===== src/pvs_pkg.sv =====
package pvs_pkg;

  // ----------------------------------------------------------------
  // Channel count and command codes
  // ----------------------------------------------------------------
  localparam int         CH_NUM      = 2;      // Channels A and B
  localparam logic [7:0] CMD_PAGE    = 8'h00;  // Channel selector command
  localparam logic [7:0] CMD_SUMMARY = 8'h79;  // Summary status word, read word only
  localparam logic [7:0] CMD_VOUT    = 8'h7a;  // Output voltage status byte

  // ----------------------------------------------------------------
  // Channel selector values
  // ----------------------------------------------------------------
  localparam logic [7:0] PAGE_A     = 8'h00;   // Channel A
  localparam logic [7:0] PAGE_B     = 8'h01;   // Channel B
  localparam logic [7:0] PAGE_ALL   = 8'hff;   // Both channels, reads show A
  localparam logic [7:0] PAGE_RESET = 8'h00;   // Selector after reset

  // ----------------------------------------------------------------
  // Output voltage status byte layout
  // ----------------------------------------------------------------
  localparam int         OUTPUT_OVERVOLTAGE_FAULT_FLAG_BIT   = 7;      // Overvoltage fault
  localparam int         OUTPUT_UNDERVOLTAGE_FAULT_FLAG_BIT   = 4;      // Undervoltage fault
  localparam int         VOUT_LIMIT_BIT = 3;      // Programmed value out of limits
  localparam logic [7:0] VOUT_SUP_MASK  = 8'h98;  // Bits that exist
  localparam logic [7:0] VOUT_RESET     = 8'h00;  // Flags after reset

  // ----------------------------------------------------------------
  // Summary status word layout
  // ----------------------------------------------------------------
  localparam int SUM_VOUT_BIT    = 15;  // Any output voltage flag
  localparam int SUM_VOUT_OV_BIT = 5;   // Output overvoltage
  localparam int SUM_OUTPUT_OVERCURRENT_SUMMARY_BIT = 4;   // Output overcurrent
  localparam int SUM_INPUT_UNDERVOLT_SUMMARY_BIT  = 3;   // Input below lockout
  localparam int SUM_TEMP_BIT    = 2;   // Over-temperature
  localparam int SUM_CML_BIT     = 1;   // Communication, memory, logic
  localparam int SUM_OTHER_BIT   = 0;   // Anything else

  // ----------------------------------------------------------------
  // Transaction carriers
  // ----------------------------------------------------------------
  typedef enum logic [1:0] {
    PVS_PROT_BYTE  = 2'b00,  // Read Byte / Write Byte
    PVS_PROT_WORD  = 2'b01,  // Read Word / Write Word
    PVS_PROT_OTHER = 2'b10   // Any other protocol
  } pvs_prot_t;

  typedef struct packed {
    logic       valid;  // One-cycle request strobe
    logic       write;  // 1 write, 0 read
    pvs_prot_t  prot;   // Protocol of the transaction
    logic [7:0] cmd;    // Command code
    logic [15:0] data;  // Write data, byte in low bits
  } pvs_req_t;

  typedef struct packed {
    logic        done;    // One-cycle completion strobe
    logic        reject;  // Transaction was invalid
    logic [15:0] data;    // Read data, byte in low bits
  } pvs_rsp_t;

  typedef struct packed {
    logic ovf;    // Overvoltage detected
    logic uvf;    // Undervoltage detected
    logic limit;  // Out-of-limits programming attempt
  } pvs_fault_t;

  typedef struct packed {
    logic temp;   // Latched temperature detail flag
    logic oc;     // Latched output overcurrent detail flag
    logic other;  // Other latched detail flag, e.g. overcurrent warning
  } pvs_detail_t;

endpackage


===== src/pvs_vout_status.sv =====
`timescale 1ns/1ps
module pvs_vout_status #(
  parameter int CH_NUM = pvs_pkg::CH_NUM  // Number of paged channels
) (
  input  wire logic                                   clock_i,           // System clock
  input  wire logic                                   rst_b_i,           // Async reset, low
  input  wire pvs_pkg::pvs_req_t                      req_i,             // Decoded command
  output pvs_pkg::pvs_rsp_t                           rsp_o,             // Command answer
  input  wire pvs_pkg::pvs_fault_t [CH_NUM-1:0]       fault_i,           // Output detectors
  input  wire pvs_pkg::pvs_detail_t [CH_NUM-1:0]      detail_i,          // Other status bytes
  input  wire logic                                   input_undervolt_i, // Shared lockout flag
  input  wire logic                                   cml_detail_i,      // Shared COMM_MEMORY_LOGIC_SUMMARY flag
  output logic [7:0]                                  page_o,            // Current selector
  output logic [CH_NUM-1:0][7:0]                      vout_status_o,     // Status bytes
  output logic [CH_NUM-1:0][15:0]                     summary_o          // Summary words
);

  // ----------------------------------------------------------------
  // State
  // ----------------------------------------------------------------
  logic [7:0]  page;                     // Channel selector
  logic [7:0]  vout_flags [CH_NUM];      // Latched voltage flags per channel
  pvs_pkg::pvs_rsp_t rsp;                // Registered answer
  logic [15:0] next_rd_data;             // Read data for the current request

  // ----------------------------------------------------------------
  // Selector decode
  // ----------------------------------------------------------------
  wire page_is_a   = (page == pvs_pkg::PAGE_A);    // Channel A alone
  wire page_is_b   = (page == pvs_pkg::PAGE_B);    // Channel B alone
  wire page_is_all = (page == pvs_pkg::PAGE_ALL);  // Broadcast selector
  wire page_ok     = page_is_a | page_is_b | page_is_all;
  // Broadcast reads show channel A
  wire rd_ch       = page_is_b;

  // ----------------------------------------------------------------
  // Request decode
  // ----------------------------------------------------------------
  wire is_byte    = (req_i.prot == pvs_pkg::PVS_PROT_BYTE);
  wire is_word    = (req_i.prot == pvs_pkg::PVS_PROT_WORD);
  wire hit_vout   = req_i.valid & (req_i.cmd == pvs_pkg::CMD_VOUT);
  wire hit_sum    = req_i.valid & (req_i.cmd == pvs_pkg::CMD_SUMMARY);
  wire hit_page   = req_i.valid & (req_i.cmd == pvs_pkg::CMD_PAGE);
  // Only byte transactions reach the voltage status byte
  wire vout_rd    = hit_vout & ~req_i.write & is_byte & page_ok;
  wire vout_wr    = hit_vout &  req_i.write & is_byte & page_ok;
  // The summary word only answers a word read; any write falls out
  wire sum_rd     = hit_sum & ~req_i.write & is_word & page_ok;
  // Selector accepts only the three defined values
  wire page_val   = (req_i.data[7:0] == pvs_pkg::PAGE_A) |
                    (req_i.data[7:0] == pvs_pkg::PAGE_B) |
                    (req_i.data[7:0] == pvs_pkg::PAGE_ALL);
  wire page_wr    = hit_page & req_i.write & is_byte & page_val;
  wire page_rd    = hit_page & ~req_i.write & is_byte;
  wire accepted   = vout_rd | vout_wr | sum_rd | page_wr | page_rd;
  // Anything not accepted is rejected and touches no state
  wire rejected   = req_i.valid & ~accepted;

  // Only supported bits can be cleared; zeros keep their flag
  wire [7:0] clr_bits = req_i.data[7:0] & pvs_pkg::VOUT_SUP_MASK;

  // ----------------------------------------------------------------
  // Selector register
  // ----------------------------------------------------------------
  always_ff @(posedge clock_i or negedge rst_b_i) begin
    if (!rst_b_i) begin
      page <= pvs_pkg::PAGE_RESET;
    end else if (page_wr) begin
      page <= req_i.data[7:0];
    end
  end

  // ----------------------------------------------------------------
  // Per-channel voltage flags and summary words
  // ----------------------------------------------------------------
  genvar g;
  generate
    for (g = 0; g < CH_NUM; g++) begin : g_ch
      logic [7:0] set_bits;   // Detector events this cycle
      logic [7:0] clr_mask;   // Host clear for this channel
      logic [7:0] next_flags; // Flag value for the next edge
      logic       ch_sel;     // Channel addressed by the selector
      logic       any_vout;   // Any voltage flag standing

      // Broadcast writes clear both channels at once
      assign ch_sel = page_is_all | (page == 8'(g));

      // Place each detector on its bit, unsupported ones stay zero
      always_comb begin
        set_bits                             = 8'h00;
        set_bits[pvs_pkg::OUTPUT_OVERVOLTAGE_FAULT_FLAG_BIT]      = fault_i[g].ovf;
        set_bits[pvs_pkg::OUTPUT_UNDERVOLTAGE_FAULT_FLAG_BIT]      = fault_i[g].uvf;
        set_bits[pvs_pkg::VOUT_LIMIT_BIT]    = fault_i[g].limit;
      end

      assign clr_mask = (vout_wr & ch_sel) ? clr_bits : 8'h00;

      // A detection in the clearing cycle wins, so no event is lost
      // and a standing fault keeps its flag set through a clear
      assign next_flags = ((vout_flags[g] & ~clr_mask) | set_bits)
                          & pvs_pkg::VOUT_SUP_MASK;

      // Latch the flags; masking keeps the unused bits at zero
      always_ff @(posedge clock_i or negedge rst_b_i) begin
        if (!rst_b_i) begin
          vout_flags[g] <= pvs_pkg::VOUT_RESET;
        end else begin
          vout_flags[g] <= next_flags;
        end
      end

      assign vout_status_o[g] = vout_flags[g];
      assign any_vout         = |vout_flags[g];

      // Summary word is pure wiring of detail flags: clearing a
      // detail bit drops its summary bit in the same cycle
      always_comb begin
        summary_o[g]                           = 16'h0000;
        summary_o[g][pvs_pkg::SUM_VOUT_BIT]    = any_vout;
        summary_o[g][pvs_pkg::SUM_VOUT_OV_BIT] =
          vout_flags[g][pvs_pkg::OUTPUT_OVERVOLTAGE_FAULT_FLAG_BIT];
        summary_o[g][pvs_pkg::SUM_OUTPUT_OVERCURRENT_SUMMARY_BIT] = detail_i[g].oc;
        summary_o[g][pvs_pkg::SUM_INPUT_UNDERVOLT_SUMMARY_BIT]  = input_undervolt_i;
        summary_o[g][pvs_pkg::SUM_TEMP_BIT]    = detail_i[g].temp;
        summary_o[g][pvs_pkg::SUM_CML_BIT]     = cml_detail_i;
        // Undervoltage and the other detail flags fall here
        summary_o[g][pvs_pkg::SUM_OTHER_BIT]   =
          vout_flags[g][pvs_pkg::OUTPUT_UNDERVOLTAGE_FAULT_FLAG_BIT] | detail_i[g].other;
      end
    end
  endgenerate

  // ----------------------------------------------------------------
  // Read data selection
  // ----------------------------------------------------------------
  // Reads show the flags as they stand before this cycle's update
  always_comb begin
    next_rd_data = 16'h0000;
    if (vout_rd) begin
      next_rd_data = {8'h00, vout_flags[rd_ch]};
    end else if (sum_rd) begin
      next_rd_data = summary_o[rd_ch];
    end else if (page_rd) begin
      next_rd_data = {8'h00, page};
    end
  end

  // ----------------------------------------------------------------
  // Answer register
  // ----------------------------------------------------------------
  always_ff @(posedge clock_i or negedge rst_b_i) begin
    if (!rst_b_i) begin
      rsp <= '0;
    end else begin
      rsp.done   <= req_i.valid;
      rsp.reject <= rejected;
      // Data holds until the next completed transaction
      if (req_i.valid) begin
        rsp.data <= next_rd_data;
      end
    end
  end

  assign rsp_o  = rsp;
  assign page_o = page;

endmodule // pvs_vout_status


===== config.mk =====
export PLATFORM = sky130hd
export DESIGN_NAME = pvs_vout_status
export DESIGN_NICKNAME = d
export VERILOG_FILES = /design/src/pvs_pkg.sv /design/src/pvs_vout_status.sv
export SDC_FILE = /design/constraint.sdc
export NUM_CORES = 1
export LEC_CHECK = 0
export BUFFER_PORTS_ARGS = -buffer_cell sky130_fd_sc_hd__clkbuf_2
export CAP_MARGIN = 20
export CORE_MARGIN = 2
export CORE_UTILIZATION = 37
export CTS_CLUSTER_SIZE = 24
export DETAILED_ROUTE_END_ITERATION = 16
export PLACE_DENSITY = 0.77
export SYNTH_ARGS = -nofsm -noshare
export SYNTH_HDL_FRONTEND = slang
export SYNTH_SLANG_ARGS = --single-unit

===== constraint.sdc =====
create_clock -name clock_i -period 1.8 [get_ports clock_i]
set_input_delay 0.27 -clock clock_i [delete_from_list [all_inputs] [get_ports clock_i]]
set_output_delay 0.27 -clock clock_i [all_outputs]
set_load 0.1 [all_outputs]

==> results.py, run 1 <==
metrics = {
    "die": {
        "die_w_um": 70.9,
        "row_count": 24,
        "die-area_um2": 5020,
        "ioPinCount": 118,
        "start_util": 0.383,
        "core_area_um2": 4320,
        "dieHeight_um": 70.9,
    },
    "global_routing": {
        "antenna_found_initial": 0,
        "first_global_vias": 1297,
        "grt_max_degree": 26,
        "grt.total_usage": 0.154,
        "grtUsageMet1": 0.220,
        "gr-total-overflow": 0,
        "gr-max-usage-layer": "met2",
        "grt_pass1_wl_mm": 6.22,
        "met3_usage": 0.0185,
        "use_met2": 0.244,
    },
    "routing": {
        "drc": 0,
        "wire_per_inst_um": 13.1,
        "vias": 1456,
        "drt_wl_total_mm": 4.07,
        "avgViaCountPerCell": 4.70,
        "drtAntennaViolNets": 0,
        "drt_iter0_drc": 31,
        "dr.pass1.iters": 4,
    },
    "pwr": {
        "combinationalPowerShare": 0.366,
        "p_leak_nw": 1.13,
        "clkPwrFrac": 0.240,
        "pwr-share-seq": 0.395,
        "power.internal_mw": 0.773,
        "sw_frac_of_total": 0.462,
        "p_sw_mw": 0.664,
        "ir_drop_uv": 303,
        "fin_total_pwr_mw": 1.44,
        "p_per_area_nw_per_um2": 662,
    },
    "clocking": {
        "clock_latency_ps": 270,
        "root_buffer": "clkbuf_8",
        "numClockSinks": 25,
        "numCtsBuffers": 3,
        "cts_tree": "yes",
        "cts_hold_buffers": 0,
        "htree_levels": 1,
        "clock_path_buffers": 2,
        "clkSlewWorstSetupHoldPaths_ps": 100,
    },
    "status": {
        "violations": "negative hold slack, negative setup slack",
        "status": "finished, violations left",
    },
    "logic_synthesis": {
        "synth_top_family_by_area": "buffers and inverters",
        "syn_area_um2": 1660,
        "synth_edf_count": 0,
        "synthFlopType": "dfrtp_1",
        "yosys.area.top_type": "dfrtp_1",
        "yosysTopAreaCellShare": 0.378,
        "seq_area_frac_synth": 0.378,
        "ys_warn_count": 0,
        "ys_types": 37,
        "synthArstFlopShare": 1.00,
        "yosysMostFrequentCell": "buf_4",
        "synth.avg_cell_area_um2": 9.41,
        "synth-compound-area-share": 0.139,
        "synth_fa_ha_area_frac": 0,
        "synth_xor_area_frac": 0,
        "synth_common_cells": "47 x buf_4, 25 x dfrtp_1, 20 x nand2_1",
        "synth_simple_gate_area_frac": 0.200,
        "synthCells": 176,
        "netlist_top_cells_area": "dfrtp_1 38%, buf_4 21%, nand2_1 4.5%",
        "yosys_register_bits": 25,
        "synthMuxAreaShare": 0.0506,
    },
    "worst_setup_path": {
        "path_buf_inv": 0,
        "r2r_end": "vout_status_o[4]$_DFF_PN0_",
        "crit_family": "compound AO/OA/AOI/OAI gates",
        "critPathCaptureType": "flop",
        "cp.required_ps": 1960,
        "reg2reg_depth": 5,
        "path_class": "flop to flop",
        "cp.arrival_ps": 2020,
        "crit-reg2reg-launch": "page_o[7]$_DFFE_PN0P_",
        "crit_chain": "nor4_4, nand2_2, a2111oi_4, nand3_1, a21o_1",
        "crit_fanout": 6,
        "start_kind": "flop",
        "cpPeakStageDelay_ps": 500,
        "r2r_slack_ps": -60,
        "cp_slowest_cell": "dfrtp_4",
    },
    "placement": {
        "port_buffers": 74,
        "pre_cts_slack_ps": -143,
        "placed_cell_area_um2": 2070,
        "gp_congestion": 0.814,
        "dp_hpwl_mm": 3.36,
    },
    "sta": {
        "min_period_over_period": 1.03,
        "worst_slack_ps": -55.2,
        "timing.fmax_mhz": 539,
        "slew_violations": 0,
        "holdWs_ps": -5.81,
        "setup_viol": 7,
        "period_needed_ps": 1860,
        "worstMarginPinSlew_ps": 633,
        "max_slew_margin": 0.578,
        "tns_ps": -248,
        "finClkSkew_ps": 9.20,
        "hold_violations": 6,
        "rsz0062_at_grt": "yes",
    },
    "final_layout": {
        "syn_to_final_growth_pct": 31.1,
        "n_antenna_cell": 0,
        "final_area_um2": 2170,
        "drive_gt1_frac": 0.500,
        "nNetsFinal": 303,
    },
    "hold_path": {
        "holdCritPathClass": "input pin to asynchronous set/reset pin",
    },
    "job": {
        "max_cap_violations": 0,
    },
}
-- sequential cells by signal, summed over array words and instances (netlist names) --
register and cells:
page_o 8, rsp_o 11, summary_o 2, vout_status_o 4
-- final cells by class --
class	instances	area [um2]
clock buffer	3	41.3
clock inverter	1	7.51
fill	421	2150
inverter	5	18.8
multi-input combinational	131	863
sequential	25	658
tap	52	65.1
timing repair buffer	93	517
-- kinds of logic (layout without fill, tap and decap cells) --
kind of cell	after synthesis	after routing
flops	25	25
mux	8	8
other cells	1	35
compound gates	30	30
buf+inv	54	102
simple gates	58	58
-- metrics by stage --
step           std cells   util
2_1_floorplan        210      -
3_3_place_gp         305  0.478
3_5_place_dp         305  0.478
4_1_cts              310  0.496
5_1_grt              310  0.502
6_report             310  0.502
-- how the worst max path moves through the flow --
stage,from,end,slack [ps],cells past startpoint
4_1_cts,page_o[7]$_DFFE_PN0P_,vout_status_o[4]$_DFF_PN0_,-50,5
2_1_floorplan,page_o[7]$_DFFE_PN0P_,summary_o[5]$_DFF_PN0_,-130,5
3_3_place_gp,req_i[18],page_o[6]$_DFFE_PN0P_,-100,6
3_5_place_dp,req_i[18],page_o[6]$_DFFE_PN0P_,-140,6
5_1_grt,page_o[7]$_DFFE_PN0P_,vout_status_o[12]$_DFF_PN0_,-160,5
6_report,page_o[7]$_DFFE_PN0P_,vout_status_o[4]$_DFF_PN0_,-60,5
-- per-layer routing --
layer,share of wire,wire [um]
met1,0.44,1780
met2,0.47,1930
met3,0.073,299
met4,0.017,68
met5,0,0
-- what timing repair did --
| item | 4_1_cts | 5_1_grt |
|---|---|---|
| resized for setup | 5 | 13 |
| endpoints found under the setup margin | 11 | 16 |
| pin swaps | 2 | 6 |
| setup buffers | 1 | 0 |
-- cell usage in the layout, fill, tap and decap left out, types with 3 or more instances in the layout --
cell      instances
nand3_1           6
nand4_1           6
conb_1           35
dfrtp_4           8
or3_1             3
buf_4            18
nor2_1            4
clkbuf_8          3
a22oi_1           3
a22o_1            3
a21o_1            7
o21ai_2           3
o21ai_1           3
dfrtp_1          15
and2b_1           3
nand2_1          17
clkbuf_2         73
a21oi_1           4
mux2i_1           4
inv_1             5
-- power by group through the flow --
stage               Clock [mW]  Combinational (mW)  Sequential (mW)
floorplan                    0               0.480            0.608
global placement             0               0.520            0.579
detailed placement           0               0.522            0.579
CTS                      0.348               0.524            0.567
global route             0.367               0.542            0.567
finish                   0.344               0.525            0.567
Note: power is estimated with default switching activity, not from simulation.
==> run 2, diff against run 1 <==
--- a/config.mk
+++ b/config.mk
@@ -5,8 +5,9 @@
 export SDC_FILE = /design/constraint.sdc
 export NUM_CORES = 1
 export LEC_CHECK = 0
-export BUFFER_PORTS_ARGS = -buffer_cell sky130_fd_sc_hd__clkbuf_2
+export BUFFER_PORTS_ARGS = -buffer_cell sky130_fd_sc_hd__buf_2
 export CAP_MARGIN = 20
+export CORE_ASPECT_RATIO = 1.75
 export CORE_MARGIN = 2
 export CORE_UTILIZATION = 37
 export CTS_CLUSTER_SIZE = 24
==> run 2 against run 1 <==
Compared with the run above:
- the flow still finishes with violations (negative hold slack, negative setup slack)
- total power shrank 1.4%
- global-route usage is 2.0 points higher
- non-clock buffer count is 6 higher
- sequential share of layout area is 1.0 points lower
- final area up 3.5%
- worst hold slack worse by 5.3 ps
==> results.py, run 2 (synthesized netlist as in run 1, its figures left out) <==
metrics = {
    "worst_setup_path": {
        "crit_fanout": 5,
        "cp_slowest_cell": "dfrtp_4",
        "crit_chain": "buf_4, nand4_1, or2_4, buf_4, a211oi_4, buf_4, nand2_4, o21ai_2",
        "cp.arrival_ps": 2070,
        "path_class": "flop to flop",
        "cp.required_ps": 1990,
        "critPathCaptureType": "flop",
        "path_common_cell": "buf_4",
        "path_buf_inv": 3,
        "crit_family": "buffers and inverters",
        "start_kind": "flop",
        "cpPeakStageDelay_ps": 420,
    },
    "clocking": {
        "clock_latency_ps": 260,
        "clock_path_buffers": 2,
        "numCtsBuffers": 3,
        "htree_levels": 1,
        "root_buffer": "clkbuf_8",
        "cts_hold_buffers": 0,
        "clkSlewWorstSetupHoldPaths_ps": 80,
        "numClockSinks": 25,
        "cts_tree": "yes",
    },
    "sta": {
        "rsz0062_at_grt": "yes",
        "holdWs_ps": -11.1,
        "slew_violations": 0,
        "min_period_over_period": 1.04,
        "period_needed_ps": 1870,
        "timing.fmax_mhz": 534,
        "worstMarginPinSlew_ps": 555,
        "worst_slack_ps": -73.1,
        "max_slew_margin": 0.630,
        "finClkSkew_ps": 3.24,
        "hold_violations": 25,
        "setup_viol": 15,
        "tns_ps": -792,
    },
    "global_routing": {
        "grt_max_degree": 26,
        "first_global_vias": 1429,
        "gr-total-overflow": 0,
        "grt_pass1_wl_mm": 6.45,
        "antenna_found_initial": 0,
        "grt.total_usage": 0.174,
    },
    "pwr": {
        "ir_drop_uv": 367,
        "fin_total_pwr_mw": 1.42,
        "p_per_area_nw_per_um2": 631,
        "p_leak_nw": 1.17,
    },
    "final_layout": {
        "syn_to_final_growth_pct": 35.7,
        "nNetsFinal": 309,
        "final_common_cell": "buf_2",
        "largest_reg_flops": 11,
        "fillers": 435,
        "drive_gt1_frac": 0.534,
        "n_antenna_cell": 0,
        "layout_common_cells": "74 x buf_2, 35 x conb_1, 25 x buf_4, 17 x nand2_1, 15 x dfrtp_1",
        "fin_cells": 315,
    },
    "status": {
        "violations": "negative hold slack, negative setup slack",
        "status": "finished, violations left",
    },
    "routing": {
        "vias": 1504,
        "drc": 0,
        "dr.pass1.iters": 4,
        "drt_wl_total_mm": 4.22,
        "drtAntennaViolNets": 0,
        "drt_iter0_drc": 34,
        "wire_per_inst_um": 13.4,
        "avgViaCountPerCell": 4.77,
    },
    "die": {
        "die-area_um2": 5050,
        "die_w_um": 54.6,
        "dieHeight_um": 92.5,
        "core_area_um2": 4360,
        "start_util": 0.379,
        "row_count": 32,
        "ioPinCount": 118,
    },
    "placement": {
        "dp_hpwl_mm": 3.51,
        "gp_congestion": 0.793,
        "port_buffers": 74,
        "dp_cells": 307,
    },
    "hold_path": {
        "holdCritPathClass": "input pin to asynchronous set/reset pin",
    },
    "job": {
        "max_cap_violations": 0,
    },
}
run 2: changes by cell type in the layout (fill, tap and decap cells not counted), sizes merged:
cell / delta
clkinvlp: -1
buf: +79
clkbuf: -72
run 2: layout make-up:
type	instances	area [um2]	share of cell area
sequential	25	658	0.293
inverter	5	18.8	0.00836
clock buffer	4	45.0	0.0201
tap	51	63.8	0.0284
multi-input combinational	131	902	0.402
timing repair buffer	99	558	0.248
run 2: worst reg2reg max path: stages, from the launching register on:
cell,delay [ps]
dfrtp_4,420
buf_4,130
nand4_1,100
or2_4,280
buf_4,160
a211oi_4,340
buf_4,180
nand2_4,70
o21ai_2,120
run 2: per-layer routing:
| layer | wire [um] | vias to the layer above | track usage |
|---|---|---|---|
| li1 | - | 709 | - |
| met1 | 1390 | 718 | 0.188 |
| met2 | 2480 | 69 | 0.324 |
| met3 | 260 | 8 | 0.0177 |
| met4 | 90 | 0 | 0.0625 |
| met5 | 0 | - | 0 |
run 2: path summary, 6_finish.rpt:
kind | start | endpoint | slack [ps] | depth (start not counted)
worst min-delay path | rst_b_i | summary_o[5]$_DFF_PN0_ | -10 | 1
worst min register to register | rsp_o[6]$_DFFE_PN0P_ | rsp_o[6]$_DFFE_PN0P_ | 520 | 1
worst max-delay path | page_o[7]$_DFFE_PN0P_ | rsp_o[5]$_DFFE_PN0P_ | -70 | 8
min in group clock_i | fault_i[2] | summary_o[5]$_DFF_PN0_ | 180 | 2
worst max register to register | page_o[7]$_DFFE_PN0P_ | rsp_o[5]$_DFFE_PN0P_ | -70 | 8
max in group asynchronous | rst_b_i | page_o[6]$_DFFE_PN0P_ | 1390 | 1
run 2: where the power goes:
group / internal [mW] / switching (mW)
clock: 0.158 / 0.162
combinational: 0.0553 / 0.476
sequential: 0.565 / 0.00157
run 2: repair_timing:
action                                  CTS  global route
resized for setup                        17             7
hold endpoints to repair                  0             0
buffers inserted                          3             1
pin swaps                                21             4
endpoints found under the setup margin   15            15
run 2: through the flow:
stage	instance area, um2	utilization	hold WS (ps)	setup slack [ps]
floorplan	1860	-	-25.6	-135
global placement	2090	0.479	286	-115
detailed placement	2090	0.479	290	-154
CTS	2220	0.508	8.18	-62.2
global route	2250	0.515	22.9	-175
finish	2250	0.515	-11.1	-73.1
==> run 3, diff against run 2 <==
--- a/config.mk
+++ b/config.mk
@@ -7,10 +7,9 @@
 export LEC_CHECK = 0
 export BUFFER_PORTS_ARGS = -buffer_cell sky130_fd_sc_hd__buf_2
 export CAP_MARGIN = 20
-export CORE_ASPECT_RATIO = 1.75
 export CORE_MARGIN = 2
 export CORE_UTILIZATION = 37
-export CTS_CLUSTER_SIZE = 24
+export CTS_CLUSTER_SIZE = 16
 export DETAILED_ROUTE_END_ITERATION = 16
 export PLACE_DENSITY = 0.77
 export SYNTH_ARGS = -nofsm -noshare
==> run 3 against run 2 <==
Compared with the run above:
- the run ends with negative setup slack left
- routed wire length increased by 0.21%
- sequential share of layout area grew 0.23 points
- non-clock buffer count grew 1
==> results.py, run 3 (synthesized netlist as in run 1, its figures left out) <==
metrics = {
    "placement": {
        "pre_cts_slack_ps": -141,
        "port_buffers": 74,
        "dp_hpwl_mm": 3.36,
        "gp_congestion": 0.789,
        "placed_cell_area_um2": 2080,
    },
    "die": {
        "core_area_um2": 4320,
        "dieHeight_um": 70.9,
        "die-area_um2": 5020,
        "row_count": 24,
        "start_util": 0.383,
        "die_w_um": 70.9,
        "ioPinCount": 118,
    },
    "hold_path": {
        "holdCritPathClass": "input pin to flop",
    },
    "routing": {
        "drc": 0,
        "vias": 1471,
        "drt_iter0_drc": 83,
        "dr.pass1.iters": 4,
        "drt_wl_total_mm": 4.23,
        "wire_per_inst_um": 13.3,
        "avgViaCountPerCell": 4.64,
        "drtAntennaViolNets": 0,
    },
    "status": {
        "violations": "negative setup slack",
        "status": "finished, violations left",
    },
    "worst_setup_path": {
        "path_buf_inv": 1,
        "critPathCaptureType": "flop",
        "crit_family": "flip-flops",
        "crit_fanout": 4,
        "cp_slowest_cell": "dfrtp_4",
        "crit_chain": "nor4_4, buf_4, nand2_4, mux2_4, a22o_1, a21o_1",
        "cpPeakStageDelay_ps": 510,
        "start_kind": "flop",
        "cp.arrival_ps": 2060,
        "cp.required_ps": 1970,
        "path_class": "flop to flop",
    },
    "final_layout": {
        "syn_to_final_growth_pct": 34.6,
        "final_common_cell": "buf_2",
        "layout_common_cells": "74 x buf_2, 35 x conb_1, 21 x buf_4, 17 x nand2_1, 15 x dfrtp_1",
        "largest_reg_flops": 11,
        "nNetsFinal": 310,
        "final_area_um2": 2230,
        "n_antenna_cell": 0,
        "drive_gt1_frac": 0.506,
    },
    "global_routing": {
        "grt.total_usage": 0.159,
        "grt_max_degree": 26,
        "gr-total-overflow": 0,
        "first_global_vias": 1348,
        "grt_pass1_wl_mm": 6.37,
        "antenna_found_initial": 0,
    },
    "clocking": {
        "htree_levels": 1,
        "clock_path_buffers": 2,
        "numClockSinks": 25,
        "root_buffer": "clkbuf_8",
        "clkSlewWorstSetupHoldPaths_ps": 90,
        "numCtsBuffers": 3,
        "cts_tree": "yes",
        "clock_latency_ps": 270,
    },
    "sta": {
        "worst_slack_ps": -94.4,
        "min_period_over_period": 1.05,
        "finClkSkew_ps": 1.81,
        "timing.fmax_mhz": 528,
        "rsz0062_at_grt": "yes",
        "setup_viol": 7,
        "slew_violations": 0,
        "max_slew_margin": 0.617,
        "worstMarginPinSlew_ps": 574,
        "period_needed_ps": 1890,
        "hold_violations": 0,
    },
    "pwr": {
        "p_per_area_nw_per_um2": 646,
        "power.internal_mw": 0.777,
        "combinationalPowerShare": 0.368,
        "pwr-share-seq": 0.393,
        "sw_frac_of_total": 0.461,
        "ir_drop_uv": 290,
        "clkPwrFrac": 0.239,
        "p_sw_mw": 0.663,
        "p_leak_nw": 1.17,
    },
    "job": {
        "max_cap_violations": 0,
    },
}
## run 3: timing repair
| item | 4_1_cts | 5_1_grt |
|---|---|---|
| hold buffers | 1 | 0 |
| setup buffers | 2 | 3 |
| endpoints found under the setup margin | 8 | 15 |
| gates resized for setup | 4 | 14 |
| pin swaps | 4 | 6 |
| endpoints found under the hold margin | 25 | 0 |
## run 3: through the flow
step	hold slack (ps)	total power, mW	cells	TNS, ps	utilization
finish	172	1.44	317	-521	0.515
CTS	169	1.44	314	-215	0.501
floorplan	-25.6	1.09	210	-1370	-
global route	170	1.48	317	-1370	0.515
global placement	282	1.10	307	-1100	0.482
detailed placement	290	1.10	307	-1660	0.482
## run 3: metal layers
metal  share of wire  vias up  global-route usage
met1            0.44      687               0.217
met3           0.066        4              0.0185
met4           0.011        0              0.0545
met5               0        -                   0
li1                -      711                   -
met2            0.48       69               0.265
## run 3: final timing paths
path / startpoint / end / slack [ps] / cells after the start
worst max-delay path: page_o[7]$_DFFE_PN0P_ / rsp_o[4]$_DFFE_PN0P_ / -90 / 6
worst min register to register: rsp_o[6]$_DFFE_PN0P_ / rsp_o[6]$_DFFE_PN0P_ / 530 / 1
max in group asynchronous: rst_b_i / page_o[0]$_DFFE_PN0P_ / 850 / 2
min in group asynchronous: rst_b_i / rsp_o[6]$_DFFE_PN0P_ / 520 / 2
worst max register to register: page_o[7]$_DFFE_PN0P_ / rsp_o[4]$_DFFE_PN0P_ / -90 / 6
worst min-delay path: fault_i[2] / summary_o[5]$_DFF_PN0_ / 170 / 2
## run 3: area by class of cell
| cell class | instances | area, um2 |
|---|---|---|
| Fill cell | 412 | 2100 |
| Sequential cell | 25 | 658 |
| Inverter | 5 | 18.8 |
| Clock buffer | 3 | 41.3 |
| Timing Repair Buffer | 100 | 583 |
| Clock inverter | 1 | 7.51 |
| Tap cell | 52 | 65.1 |
| Multi-Input combinational cell | 131 | 855 |
## run 3: power groups by stage
stage	Sequential (mW)	Combinational, mW	Clock (mW)
2_1_floorplan	0.608	0.480	0
3_3_place_gp	0.578	0.522	0
3_5_place_dp	0.578	0.524	0
4_1_cts	0.566	0.527	0.349
5_1_grt	0.567	0.547	0.364
6_report	0.566	0.530	0.344
